==> config.mk <==
export PLATFORM = sky130hd
export DESIGN_NAME = acr_core
export DESIGN_NICKNAME = d
export VERILOG_FILES = /design/src/core/acr_pkg.sv /design/src/core/acr_sync2.sv /design/src/core/acr_core.sv
export VERILOG_INCLUDE_DIRS = /design/src /design/src/core
export SDC_FILE = /design/constraint.sdc
export NUM_CORES = 1
export LEC_CHECK = 0
export BUFFER_PORTS_ARGS = -buffer_cell sky130_fd_sc_hd__buf_4
export CORE_ASPECT_RATIO = 1.75
export CORE_MARGIN = 4
export CORE_UTILIZATION = 49
export CTS_BUF_LIST = sky130_fd_sc_hd__clkbuf_4
export CTS_CLUSTER_DIAMETER = 30
export CTS_CLUSTER_SIZE = 25
export DETAILED_ROUTE_END_ITERATION = 10
export PLACE_DENSITY = 0.78
export SLEW_MARGIN = 15
export SYNTH_ARGS = -nofsm -noshare
export SYNTH_HDL_FRONTEND = slang
export SYNTH_SLANG_ARGS = --single-unit
==> constraint.sdc <==
create_clock -name clk -period 2.45 [get_ports clk]
set_clock_uncertainty 0.15 [all_clocks]
set_input_delay 0.3675 -clock clk [delete_from_list [all_inputs] [get_ports clk]]
set_output_delay 0.3675 -clock clk [all_outputs]
set_load 0.01 [all_outputs]
==> src/core/acr_map.svh <==
// register offsets, field positions and reset values of the converter control block
`ifndef ACR_MAP_SVH
`define ACR_MAP_SVH
`define ACR_OFS_CTRL      8'he1
`define ACR_OFS_RESHI     8'he2
`define ACR_OFS_RESLO     8'he3
`define ACR_OFS_PWR       8'he4
`define ACR_OFS_ISTAT     8'he5
`define ACR_OFS_IMASK     8'he6
`define ACR_CTRL_CHAN_LSB 0
`define ACR_CTRL_START    3
`define ACR_CTRL_DONE     4
`define ACR_PWR_ENN       0
`define ACR_PWR_RSV7      7
`define ACR_RST_PWR       8'h81
`define ACR_RST_CTRL      8'h00
`define ACR_RST_MASK      2'h0
`define ACR_IRQ_DONE      0
`define ACR_IRQ_LOCKED    1
`endif

==> src/core/acr_pkg.sv <==
// types of the converter control block
package acr_pkg;
   typedef struct packed {
      logic       valid;
      logic [9:0] data;
   } acr_result_t;

   typedef struct packed {
      logic       powerOn;
      logic       start;
      logic [2:0] chan;
   } acr_conv_t;

   typedef enum logic [1:0] {
      ACR_IDLE,
      ACR_BUSY,
      ACR_DONE
   } acr_state_t;
endpackage

==> src/core/acr_sync2.sv <==
// two-flip-flop synchroniser for a bundle of levels
`timescale 1ns/10ps
module acr_sync2 #(
   parameter int W = 1
) (
   input  wire logic         clk,
   input  wire logic         rstB,
   input  wire logic [W-1:0] d,
   output logic      [W-1:0] q
);
   logic [W-1:0] meta;

   if (W < 1)
   begin : g_badWidth
      $error("synchroniser width must be at least 1");
   end

   always_ff @(posedge clk or negedge rstB)
   begin
      if (!rstB)
      begin
         meta <= '0;
         q    <= '0;
      end
      else
      begin
         meta <= d;
         q    <= meta;
      end
   end
endmodule

==> src/core/acr_core.sv <==
// channel select, result and analog enable registers of the converter
`timescale 1ns/10ps
`include "acr_map.svh"
module acr_core #(
   parameter int RES_W  = 10,
   parameter int CHAN_W = 3
) (
   input  wire logic                 clk,
   input  wire logic                 rst_b,
   input  wire logic [7:0]           addr,
   input  wire logic [7:0]           wrData,
   input  wire logic                 wrStb,
   input  wire logic                 rdStb,
   output logic      [7:0]           rdData,
   output logic                      irq,
   output acr_pkg::acr_conv_t        convCtrl,
   input  wire acr_pkg::acr_result_t convResult
);
   // ==========================================
   // elaboration checks
   // the register map has room for eight inputs and a 10-bit result only
   if (CHAN_W != 3 || CHAN_W != $bits(acr_pkg::acr_conv_t) - 2)
   begin : g_chanWidth
      $error("channel select width must be 3 bits");
   end
   if (RES_W != 10 || RES_W != $bits(acr_pkg::acr_result_t) - 1)
   begin : g_resWidth
      $error("result width must be 10 bits");
   end

   // ==========================================
   // reset release and result capture
   logic rstMeta;
   logic rstB;

   always_ff @(posedge clk or negedge rst_b)
   begin
      if (!rst_b)
      begin
         rstMeta <= 1'b0;
         rstB    <= 1'b0;
      end
      else
      begin
         rstMeta <= 1'b1;
         rstB    <= rstMeta;
      end
   end

   // converter core runs on its own timing, so resync its result
   acr_pkg::acr_result_t resSync;

   acr_sync2 #(
      .W ($bits(acr_pkg::acr_result_t))
   ) uResSync (
      .clk  (clk),
      .rstB (rstB),
      .d    (convResult),
      .q    (resSync)
   );

   // ==========================================
   // state
   typedef struct packed {
      acr_pkg::acr_state_t st;
      logic [2:0]          chan;
      logic                start;
      logic                done;
      logic [7:0]          resHi;
      logic [1:0]          resLo;
      logic [7:0]          pwr;
      logic [1:0]          istat;
      logic [1:0]          imask;
      logic                validPrev;
      logic                validOld;
      logic [7:0]          rdData;
      logic                irq;
      acr_pkg::acr_conv_t  conv;
   } acr_core_state_t;

   acr_core_state_t s_r;
   acr_core_state_t s_nxt;

   // a running conversion is dropped on reset; start falls at once
   localparam acr_core_state_t RST_STATE = '{
      st:        acr_pkg::ACR_IDLE,
      chan:      3'h0,
      start:     1'h0,
      done:      1'h0,
      resHi:     8'h00,
      resLo:     2'h0,
      pwr:       `ACR_RST_PWR,
      istat:     2'h0,
      imask:     `ACR_RST_MASK,
      validPrev: 1'h0,
      validOld:  1'h0,
      rdData:    8'h00,
      irq:       1'h0,
      conv:      '0
   };

   // ==========================================
   // next state
   always_comb
   begin
      logic finish;
      logic ctrlWr;
      logic [1:0] evt;
      finish = 1'b0;
      ctrlWr = 1'b0;
      evt    = 2'h0;
      s_nxt  = s_r;
      // take the word one cycle after valid rose, so every data bit has settled
      finish = resSync.valid & s_r.validPrev & ~s_r.validOld & (s_r.st == acr_pkg::ACR_BUSY);
      ctrlWr = wrStb && (addr == `ACR_OFS_CTRL);
      s_nxt.validPrev = resSync.valid;
      s_nxt.validOld  = s_r.validPrev;

      case (s_r.st)
         acr_pkg::ACR_IDLE:
         begin
            if (s_r.start && !s_r.done)
               s_nxt.st = acr_pkg::ACR_BUSY;
         end
         acr_pkg::ACR_BUSY:
         begin
            if (finish)
            begin
               // high and low parts land together, never a torn pair
               s_nxt.resHi = resSync.data[RES_W-1:2];
               s_nxt.resLo = resSync.data[1:0];
               s_nxt.done  = 1'b1;
               s_nxt.start = 1'b0;
               s_nxt.st    = acr_pkg::ACR_DONE;
               evt[`ACR_IRQ_DONE] = 1'b1;
            end
         end
         acr_pkg::ACR_DONE:
         begin
            if (!s_r.done)
               s_nxt.st = acr_pkg::ACR_IDLE;
         end
         default:
         begin
            s_nxt.st = acr_pkg::ACR_IDLE;
         end
      endcase

      if (ctrlWr)
      begin
         // locked while a conversion runs or its flag is pending
         if (!s_r.start && !s_r.done)
            s_nxt.chan = wrData[`ACR_CTRL_CHAN_LSB +: CHAN_W];
         else if (wrData[`ACR_CTRL_CHAN_LSB +: CHAN_W] != s_r.chan)
            evt[`ACR_IRQ_LOCKED] = 1'b1;
         // done may only be cleared by software; setting it is ignored
         if (!wrData[`ACR_CTRL_DONE] && !finish)
            s_nxt.done = 1'b0;
         if (wrData[`ACR_CTRL_START])
            s_nxt.start = 1'b1;
      end
      else if (wrStb && addr == `ACR_OFS_PWR)
         s_nxt.pwr[`ACR_PWR_ENN] = wrData[`ACR_PWR_ENN];
      else if (wrStb && addr == `ACR_OFS_IMASK)
         s_nxt.imask = wrData[1:0];

      // set wins over write-one-to-clear
      if (wrStb && addr == `ACR_OFS_ISTAT)
         s_nxt.istat = (s_r.istat & ~wrData[1:0]) | evt;
      else
         s_nxt.istat = s_r.istat | evt;

      // zero outside the read slot, so stale data never lingers on the bus
      s_nxt.rdData = 8'h00;
      if (rdStb)
      begin
         if (addr == `ACR_OFS_CTRL)
            s_nxt.rdData = {3'h0, s_r.done, s_r.start, s_r.chan};
         else if (addr == `ACR_OFS_RESHI)
            s_nxt.rdData = s_r.resHi;
         else if (addr == `ACR_OFS_RESLO)
            s_nxt.rdData = {6'h00, s_r.resLo};
         else if (addr == `ACR_OFS_PWR)
            s_nxt.rdData = s_r.pwr;
         else if (addr == `ACR_OFS_ISTAT)
            s_nxt.rdData = {6'h00, s_r.istat};
         else if (addr == `ACR_OFS_IMASK)
            s_nxt.rdData = {6'h00, s_r.imask};
         else
            s_nxt.rdData = 8'h00;
      end

      s_nxt.irq          = |(s_nxt.istat & s_nxt.imask);
      s_nxt.conv.chan    = s_nxt.chan;
      s_nxt.conv.powerOn = ~s_nxt.pwr[`ACR_PWR_ENN];
      s_nxt.conv.start   = s_nxt.start & ~s_nxt.done & ~s_nxt.pwr[`ACR_PWR_ENN];
   end

   // ==========================================
   // registers
   always_ff @(posedge clk or negedge rstB)
   begin
      if (!rstB)
      begin
         s_r <= RST_STATE;
      end
      else
         s_r <= s_nxt;
   end

   assign rdData   = s_r.rdData;
   assign irq      = s_r.irq;
   assign convCtrl = s_r.conv;
endmodule

==> results of run 1 <==
-- kinds of logic (layout without fill, tap and decap cells) --
logic type | count (synthesis) | in the layout | synth area share (%)
other cells | 1 | 1 | 0.166
mux | 17 | 17 | 10.1
simple gates | 33 | 33 | 9.19
xor+xnor | 3 | 3 | 1.16
buf+inv | 22 | 73 | 7.14
flops | 59 | 59 | 65.4
compound gates | 20 | 20 | 6.86
-- per-layer routing --
layer | wire length [microns] | vias up | track usage (%)
met1 | 1340 | 671 | 15.2
met5 | 0 | - | 0
li1 | - | 626 | -
met4 | 143 | 0 | 8.73
met3 | 220 | 12 | 6.35
met2 | 2270 | 41 | 27.5
-- per-stage QoR --
step                      instance area, sq um  total power, mW  worst slack (ns)  hold WS (ns)  util [%]
after detailed placement                  2490             1.16             0.474       0.00175      56.1
after global routing                      2750             1.89             0.397        0.0445      61.9
after global placement                    2490             1.15             0.556      0.000362      56.1
after floorplan                           2260             1.10             0.537       -0.0781         -
after CTS                                 2750             1.83             0.458        0.0439      61.9
final                                     2750             1.80             0.465        0.0805      61.9
-- worst min path at each step --
stage	slack, ns	depth (start not counted)	end
global route	0.04	2	s_r[39]$_DFF_PN0_
global placement	0.0004	1	rstMeta$_DFF_PN0_
CTS	0.04	2	s_r[39]$_DFF_PN0_
detailed placement	0.002	1	rstMeta$_DFF_PN0_
floorplan	-0.08	0	rstB$_DFF_PN0_
finish	0.08	2	s_r[39]$_DFF_PN0_
-- Yosys cell counts (all sizes together), types with 2 or more instances --
library cell   n
nor2b          4
nor3           2
mux2          17
xnor2          3
buf           20
nor2           9
a22oi          6
a221oi         2
inv            2
a211oi         2
nand4          2
a22o           3
a31oi          2
nand3b         2
dfrtp         58
and3           3
nand2          2
-- worst reg2reg max path: cells and delay by family, from the launching register on --
kind | cells | cell delay, ns
simple gates | 3 | 1.00
compound gates | 1 | 0.36
flops | 1 | 0.37
-- power by group through the flow --
stage | Clock, mW | Combinational [mW] | Sequential, mW
after global routing | 0.721 | 0.126 | 1.05
final | 0.651 | 0.113 | 1.04
after CTS | 0.674 | 0.114 | 1.04
after global placement | 0 | 0.0945 | 1.05
after floorplan | 0 | 0.0482 | 1.05
after detailed placement | 0 | 0.0991 | 1.06
-- flip-flops by register name, summed over array words and instances (netlist names) --
signal and count:
convCtrl 5, irq 1, rdData 8, rstB 1
rstMeta 1, s_nxt 1, s_r 20, uResSync.meta 11
uResSync.q 11
-- layout make-up --
class                           count  share of cell area (%)
Clock inverter                      7                    2.50
Multi-Input combinational cell     74                    22.6
Tap cell                           51                    2.32
Clock buffer                        9                    2.46
Timing Repair Buffer               55                    16.1
Inverter                            2                   0.273
Sequential cell                    59                    53.8
-- cells in the final DEF, fill, tap and decap left out, types with 2 or more instances in the layout --
cell type / count
dfrtp_1: 57
buf_4: 43
dlygate4sd3_1: 12
mux2_4: 10
nor2_1: 9
clkbuf_4: 9
a22oi_1: 6
mux2_1: 5
nor2b_1: 3
xnor2_1: 3
a22o_1: 3
clkinv_2: 3
nand4_1: 2
nand3b_1: 2
nand2_1: 2
and3_1: 2
mux2_2: 2
a221oi_1: 2
a211oi_1: 2
inv_1: 2
a31oi_1: 2
nor3_1: 2
clkinvlp_4: 2
==> flow_summary_export.csv, run 1 <==
group,metric,value,unit
pwr,p_sw_share,23.3,%
grt,grt_overflow,0,
pwr,p_clk_share,36.1,%
timing,slew_headroom,52.0,%
finish,seqCellArea,0.00148,sq mm
setup_path,crit_path_top_delay_cell,"or3b_1",
cts,cts_root_buffer,"clkbuf_4",
grt,grt_pass1_vias,1467,
setup_path,cp_slowest_stage_delay,0.68,ns
setup_path,criticalPathCategory,"reg -> reg",
synth,ys_top_cells_by_area,"dfrtp_1 64%, mux2_4 6.6%, buf_4 4.6%",
finish,fin_cells,257,
setup_path,end_kind,"flop",
setup_path,crit_buf_inv,0,
setup_path,critPathLaunch,"s_r[14]$_DFF_PN0_",
setup_path,path_depth,4,
synth,yosysUniqueCellTypes,39,
synth,synth_largest_area_cell,"dfrtp_1",
finish,layout.nets,232,
cts,cts_made_buffers,9,
hold_path,hp-class,"in -> reg",
timing,drv_slew,0,
cts,clkSinkCount,59,
pwr,irDropWorstVdd,0.524,mV
floorplanning,core-area,0.00444,sq mm
floorplanning,die_area,0.00581,sq mm
placed_design,finalWeightedCongestion,0.834,
grt,grt_usage,15.9,%
synth,synth-seq-area-share,65.4,%
cts,ctsLongestPathBuffers,2,
synth,synth.top_cell.area_share,64.2,%
cts,ctsHoldBuffers,12,
setup_path,critPathRequiredTime,2.57,ns
floorplanning,dieWidth,59.4,microns
placed_design,hpwl,3000,microns
synth,syn_area_per_cell,14.6,sq um
setup_path,reg2reg_from,"s_r[14]$_DFF_PN0_",
setup_path,critPathArrivalTime,2.10,ns
timing,fin_crit_sh,81.0,%
finish,fill_cells,337,
synth,synth-edff-count,0,
floorplanning,fp-row-count,32,
setup_path,r2r_cells,4,
pwr,power.internal,1.38,mW
cts,tritoncts,"built",
cts,clock_latency,0.38,ns
finish,diodes,0,
drt,wl_per_cell,15.5,microns
floorplanning,io_pins,45,
setup_path,path_cells,"nand3b_1 -> or3b_1 -> a22o_1 -> nor3b_1",
pwr,power.switching,419,uW
drt,drc_errors,0,
finish,syn2layout_area_growth,21.7,%
timing,setup_viol,0,
drt,via_per_inst,5.25,
setup_path,crit_path_end,"convCtrl[3]$_DFF_PN0_",
drt,finalWirelength,3980,microns
setup_path,rrSetupSlack,0.46,ns
timing,min_period,1.99,ns
pwr,p_leak,1.33,nW
setup_path,worst-path-max-fanout,14,
placed_design,place_inst,229,
timing,setup_tns,0,ns
grt,antenna_found_initial,0,
cts,cts_max_level,3,
synth,syn_inst,155,
synth,netlist_area,0.00226,sq mm
drt,num_vias,1350,
floorplanning,chipHeight,97.9,microns
floorplanning,initial_core_util,50.9,%
synth,syn_nets,186,
setup_path,crit_family,"simple AND/OR/NAND/NOR gates",
finish,drive_gt1_share,36.9,%
timing,max_freq,0.504,GHz
setup_path,r2r_end,"convCtrl[3]$_DFF_PN0_",
placed_design,port_buffers,41,
cts,post_cts_resize_count,0,
cts,postCtsSetupBuffers,0,
synth,yosysWarnings,0,
synth,yosys_most_used_dff,"dfrtp_1",
drt,dr.first_iter.drc_count,42,
timing,worst_pin_slew,0.720,ns
pwr,comb_power_share,6.3,%
drt,drtAntennaViolNets,0,
cts,clkTransAtPathRegs,0.10,ns
run_status,outcome,"complete, no violations",
grt,grt_max_degree,37,
job,maxCapViolCount,0,
grt,grt_first_pass_wirelength,6590,microns
setup_path,start_kind,"flop",
synth,async_flop_share,100,%
synth,ys_ff_latch,59,
timing,finalHoldViolCount,0,
finish,multi_input_area,622,sq um
pwr,power.density,655,mW/mm^2
timing,rsz0062_at_grt,"false",
drt,first_pass_iters,4,
pwr,pwr-share-seq,57.6,%
hold_path,hold_start,"wrData[3]",
Power figures use the tool's default switching activity.
==> inputs of run 2 (changes only) <==
==> constraint.sdc (replaced) <==
create_clock -name clk -period 2 [get_ports clk]
set_clock_uncertainty 0.15 [all_clocks]
set_input_delay 0.3 -clock clk [delete_from_list [all_inputs] [get_ports clk]]
set_output_delay 0.3 -clock clk [all_outputs]
set_load 0.01 [all_outputs]
==> run 2 against run 1 <==
The flow now finishes with violations (hold timing). Combinational power rose by 42%. Global-route usage rose by 0.95 points. Hold slack got worse by 0.084 ns. Largest power group unchanged. Critical endpoint is now convCtrl[0]$_DFFE_PN0P_. Highest routed layer unchanged. Clock power rose by 21%. Cell count rose by 3.1%. Count of clock-buffer cells in the layout rose by 1.
==> flow_summary_export.csv, run 2 (synthesis gave the netlist of run 1 again) <==
group,metric,value,unit
run_status,outcome,"finished with violations",
run_status,violations,"hold timing",
setup_path,end_kind,"flop",
placed_design,place_inst,232,
timing,drv_slew,0,
grt,antenna_found_initial,0,
setup_path,start_kind,"primary input",
placed_design,post_dp_cell_area,0.00253,sq mm
setup_path,critPathArrivalTime,2.03,ns
setup_path,crit_buf_inv,2,
timing,setup_tns,0,ns
grt,grt_max_degree,47,
timing,max_freq,0.522,GHz
floorplanning,io_pins,45,
floorplanning,fp-row-count,32,
setup_path,crit_family,"buffers and inverters",
drt,num_vias,1392,
finish,top_register,"s_r",
setup_path,crit_path_top_delay_cell,"dlygate4sd3_1",
grt,grt_usage,16.8,%
hold_path,hp-class,"reg -> async",
grt,grt_first_pass_wirelength,7100,microns
finish,fill_cells,333,
cts,cts_root_buffer,"clkbuf_4",
setup_path,cp_slowest_stage_delay,0.54,ns
floorplanning,core-area,0.00444,sq mm
cts,cts_max_level,3,
timing,fin_worst_hold_slack,-0.00365,ns
drt,route.met3.wl,234,microns
drt,via_per_inst,5.25,
timing,min_period,1.92,ns
timing,rsz0062_at_grt,"false",
drt,drtAntennaViolNets,0,
finish,largest_reg_flops,20,
drt,top_layer,"met4",
setup_path,critPathRequiredTime,2.12,ns
finish,seqCellArea,0.00148,sq mm
finish,drive_gt1_share,36.4,%
cts,tritoncts,"built",
finish,syn2layout_area_growth,25.2,%
cts,clkSinkCount,59,
pwr,p_leak,1.38,nW
finish,multi_input_area,622,sq um
drt,met1Wirelength,1400,microns
pwr,power.density,782,mW/mm^2
timing,finalHoldViolCount,8,
placed_design,hpwl,3040,microns
finish,layout_commonest_cell,"dfrtp_1",
drt,dr.first_iter.drc_count,39,
finish,fin_cells,265,
cts,cts_made_buffers,9,
pwr,irDropWorstVdd,0.525,mV
finish,final_area,0.00283,sq mm
floorplanning,chipHeight,97.9,microns
timing,setup_viol,0,
drt,first_pass_iters,4,
finish,diodes,0,
floorplanning,dieWidth,59.4,microns
grt,grt_pass1_vias,1541,
drt,wl_per_cell,15.9,microns
setup_path,path_cells,"dlygate4sd3_1 -> buf_4 -> nand4bb_1 -> nor3_1 -> and2_1 -> mux2_1",
setup_path,criticalPathCategory,"in -> reg",
cts,ctsLongestPathBuffers,2,
finish,final_cell_mix,"57 x dfrtp_1, 45 x buf_4, 17 x dlygate4sd3_1",
cts,post_cts_resize_count,0,
setup_path,worst-path-max-fanout,10,
floorplanning,die_area,0.00581,sq mm
placed_design,port_buffers,41,
cts,clock_latency,0.38,ns
grt,grt_overflow,0,
placed_design,finalWeightedCongestion,0.817,
setup_path,rrSetupSlack,0.23,ns
timing,fin_crit_sh,95.8,%
finish,layout.nets,240,
job,maxCapViolCount,0,
drt,finalWirelength,4220,microns
floorplanning,initial_core_util,50.9,%
drt,drc_errors,0,
finish,top_regs,"s_r x20, uResSync.meta x11, uResSync.q x11",
cts,clkTransAtPathRegs,0.09,ns
drt,met2WireLength,2430,microns
==> run 2: final cells by class <==
type / count / area share (%)
Clock inverter: 6 / 1.99
Timing Repair Buffer: 63 / 18.6
Multi-Input combinational cell: 74 / 22.0
Clock buffer: 10 / 2.65
Tap cell: 51 / 2.25
Inverter: 2 / 0.265
Sequential cell: 59 / 52.2
==> run 2: worst paths after layout <==
path | cells after the start | end | from
worst max-delay path | 6 | convCtrl[0]$_DFFE_PN0P_ | addr[2]
worst min-delay path | 0 | uResSync.meta[3]$_DFF_PN0_ | rstB$_DFF_PN0_
worst max register to register | 4 | s_r[29]$_DFFE_PN0P_ | s_r[14]$_DFF_PN0_
worst min register to register | 0 | uResSync.meta[3]$_DFF_PN0_ | rstB$_DFF_PN0_
max in group asynchronous | 1 | s_r[20]$_DFF_PN1_ | rstB$_DFF_PN0_
min in group clk | 3 | s_r[38]$_DFF_PN0_ | wrData[4]
==> run 2: layer usage <==
| layer | vias to the layer above | GRT usage [%] |
|---|---|---|
| met5 | - | 0 |
| met4 | 0 | 9.95 |
| met3 | 12 | 5.29 |
| met2 | 53 | 28.7 |
| met1 | 688 | 17.1 |
| li1 | 639 | - |
==> run 2: report_power, final <==
part           switching, mW  internal, mW
Sequential            0.0276          1.24
Clock                  0.404         0.385
Combinational         0.0687        0.0918
Total                  0.501          1.71
==> run 2: timing repair <==
| item | 4_1_cts | 5_1_grt |
|---|---|---|
| hold buffers | 16 | 1 |
| hold endpoints to repair | 17 | 1 |
| buffers inserted | 0 | 0 |
==> run 2: through the flow <==
stage               util, %  power [mW]  worst slack (ns)
finish                 63.7        2.22            0.0843
global route           63.7        2.33            0.0496
CTS                    63.5        2.24             0.114
detailed placement     56.9        1.42             0.212
global placement       56.9        1.41             0.233
floorplan                 -        1.35            0.0875
==> inputs of run 3 (changes only) <==
--- a/config.mk
+++ b/config.mk
@@ -6,6 +6,7 @@
 export SDC_FILE = /design/constraint.sdc
 export NUM_CORES = 1
 export LEC_CHECK = 0
+export ABC_AREA = 1
 export BUFFER_PORTS_ARGS = -buffer_cell sky130_fd_sc_hd__buf_4
 export CORE_ASPECT_RATIO = 1.75
 export CORE_MARGIN = 4
==> run 3 against run 2 <==
The flow now finishes without violations. Design area increased by 5.0%. Sequential power about the same. First-iteration DRC count increased by 46%. Non-clock buffer count decreased by 7. Critical endpoint is now s_r[36]$_DFFE_PN0P_. Highest routed layer unchanged.
==> flow_summary_export.csv, run 3 <==
group,metric,value,unit
floorplanning,fp-row-count,33,
setup_path,path_depth,2,
setup_path,critPathRequiredTime,2.14,ns
floorplanning,initial_core_util,51.4,%
finish,final_area,0.00297,sq mm
drt,first_pass_iters,5,
floorplanning,core-area,0.00475,sq mm
synth,syn_nets,250,
cts,clkSinkCount,59,
finish,syn2layout_area_growth,21.7,%
cts,cts_max_level,3,
finish,top_register,"s_r",
setup_path,worst-path-max-fanout,15,
synth,syn_inst,219,
synth,yosys_most_used_dff,"dfrtp_1",
timing,fin_crit_sh,77.8,%
cts,clock_latency,0.39,ns
placed_design,post_dp_cell_area,0.00271,sq mm
cts,cts_root_buffer,"clkbuf_4",
drt,finalWirelength,4150,microns
synth,netlist_area,0.00244,sq mm
grt,antenna_found_initial,0,
drt,drtAntennaViolNets,0,
setup_path,reg2reg_from,"s_r[44]$_DFFE_PN0P_",
placed_design,port_buffers,41,
grt,grt_pass1_vias,1577,
grt,grt_usage,15.8,%
synth,synth.top_cell.area_share,59.4,%
finish,final_cell_mix,"57 x dfrtp_1, 49 x nand2_1, 41 x buf_4",
cts,clkTransAtPathRegs,0.10,ns
pwr,irDropWorstVdd,0.720,mV
floorplanning,die_area,0.00622,sq mm
placed_design,hpwl,3020,microns
setup_path,crit_path_top_delay_cell,"nand3b_2",
finish,drive_gt1_share,37.1,%
synth,synth_largest_area_cell,"dfrtp_1",
grt,grt_max_degree,42,
cts,cts_made_buffers,9,
synth,yosysUniqueCellTypes,31,
timing,setup_viol,0,
pwr,p_leak,1.57,nW
setup_path,end_kind,"flop",
setup_path,r2r_cells,2,
drt,drc_errors,0,
cts,tritoncts,"built",
placed_design,place_inst,298,
run_status,outcome,"complete, no violations",
setup_path,crit_buf_inv,0,
timing,fin_worst_hold_slack,0.0326,ns
setup_path,start_kind,"flop",
pwr,total_power,2.25,mW
finish,largest_reg_flops,20,
synth,synth-seq-area-share,60.5,%
grt,grt_first_pass_wirelength,6950,microns
setup_path,cp_slowest_stage_delay,0.48,ns
finish,top_regs,"s_r x20, uResSync.meta x11, uResSync.q x11",
hold_path,hp-class,"in -> reg",
drt,dr.first_iter.drc_count,57,
timing,drv_slew,0,
timing,min_period,1.56,ns
drt,via_per_inst,4.78,
floorplanning,io_pins,45,
grt,grt_overflow,0,
setup_path,crit_path_end,"s_r[36]$_DFFE_PN0P_",
synth,ys_top_cells_by_area,"dfrtp_1 59%, nand2_1 7.5%, buf_4 4.0%",
placed_design,finalWeightedCongestion,0.850,
setup_path,critPathArrivalTime,1.69,ns
synth,async_flop_share,100,%
setup_path,crit_family,"simple AND/OR/NAND/NOR gates",
setup_path,critPathLaunch,"s_r[44]$_DFFE_PN0P_",
synth,yosysMostFrequentCell,"dfrtp_1",
drt,num_vias,1562,
pwr,power.density,756,mW/mm^2
floorplanning,chipHeight,101,microns
synth,syn_area_per_cell,11.2,sq um
finish,layout.nets,302,
cts,ctsLongestPathBuffers,2,
timing,finalHoldViolCount,0,
floorplanning,dieWidth,61.4,microns
setup_path,r2r_end,"s_r[36]$_DFFE_PN0P_",
setup_path,path_cells,"nand3b_2 -> mux2_4",
timing,max_freq,0.642,GHz
synth,ys_ff_latch,59,
setup_path,rrSetupSlack,0.44,ns
job,maxCapViolCount,0,
synth,synth_common_cells,"58 x dfrtp_1, 49 x nand2_1, 17 x inv_1",
setup_path,criticalPathCategory,"reg -> reg",
drt,wl_per_cell,12.7,microns
finish,diodes,0,
timing,rsz0062_at_grt,"false",
finish,layout_commonest_cell,"dfrtp_1",
finish,fin_cells,327,
timing,setup_tns,0,ns
synth,synth-edff-count,0,
synth,yosysWarnings,0,
## run 3: how the worst min path moves through the flow
stage,to,cells past startpoint,start
global route,rdData[0]$_DFF_PN0_,3,rdStb
finish,rdData[1]$_DFF_PN0_,3,rdStb
CTS,rdData[1]$_DFF_PN0_,3,rdStb
floorplan,rstB$_DFF_PN0_,0,rst_b
detailed placement,rstMeta$_DFF_PN0_,1,rst_b
global placement,rstMeta$_DFF_PN0_,1,rst_b
## run 3: worst min-delay path, stage by stage
cell and delay [ns]:
buf_4 0.12, o21ai_0 0.06, nor2_1 0.05
## run 3: per-stage QoR
stage | setup slack [ns] | util (%)
floorplan | 0.0875 | -
global placement | 0.417 | 57.0
detailed placement | 0.392 | 57.0
CTS | 0.415 | 62.6
global route | 0.302 | 62.6
finish | 0.443 | 62.6
## run 3: cells by family (layout without fill, tap and decap cells)
| group | count (synthesis) | after routing | synth area share [%] |
|---|---|---|---|
| xor gates and xnor gates | 3 | 3 | 1.08 |
| muxes | 10 | 10 | 5.53 |
| other | 1 | 1 | 0.154 |
| and+or+nand+nor | 92 | 92 | 19.8 |
| buffers and inverters | 39 | 95 | 9.02 |
| DFF | 59 | 59 | 60.5 |
| AOI/OAI and AO/OA | 15 | 15 | 3.94 |
## run 3: report_power, final
group | total, mW | switching [mW] | internal (mW)
clock | 0.770 | 0.404 | 0.366
combinational | 0.191 | 0.0875 | 0.103
sequential | 1.29 | 0.0350 | 1.25
## run 3: final cells by class
class                           instances  area, sq um
Clock buffer                            9         67.6
Clock inverter                          6         57.6
Multi-Input combinational cell        121          744
Inverter                               24         91.3
Timing Repair Buffer                   56          468
Tap cell                               52         65.1
Fill cell                             399         1780
Sequential cell                        59         1480
## run 3: what timing repair did
action,in CTS,in global routing
setup buffers,0,0
hold endpoints to repair,15,0
hold buffers,14,0
resized for setup,0,0
## run 3: layer usage
metal	track usage, %	part of all wire (%)	vias to the layer above
li1	-	-	773
met1	17.5	37	735
met2	25.1	53	41
met3	5.23	5.7	13
met4	9.97	3.6	0
met5	0	0	-
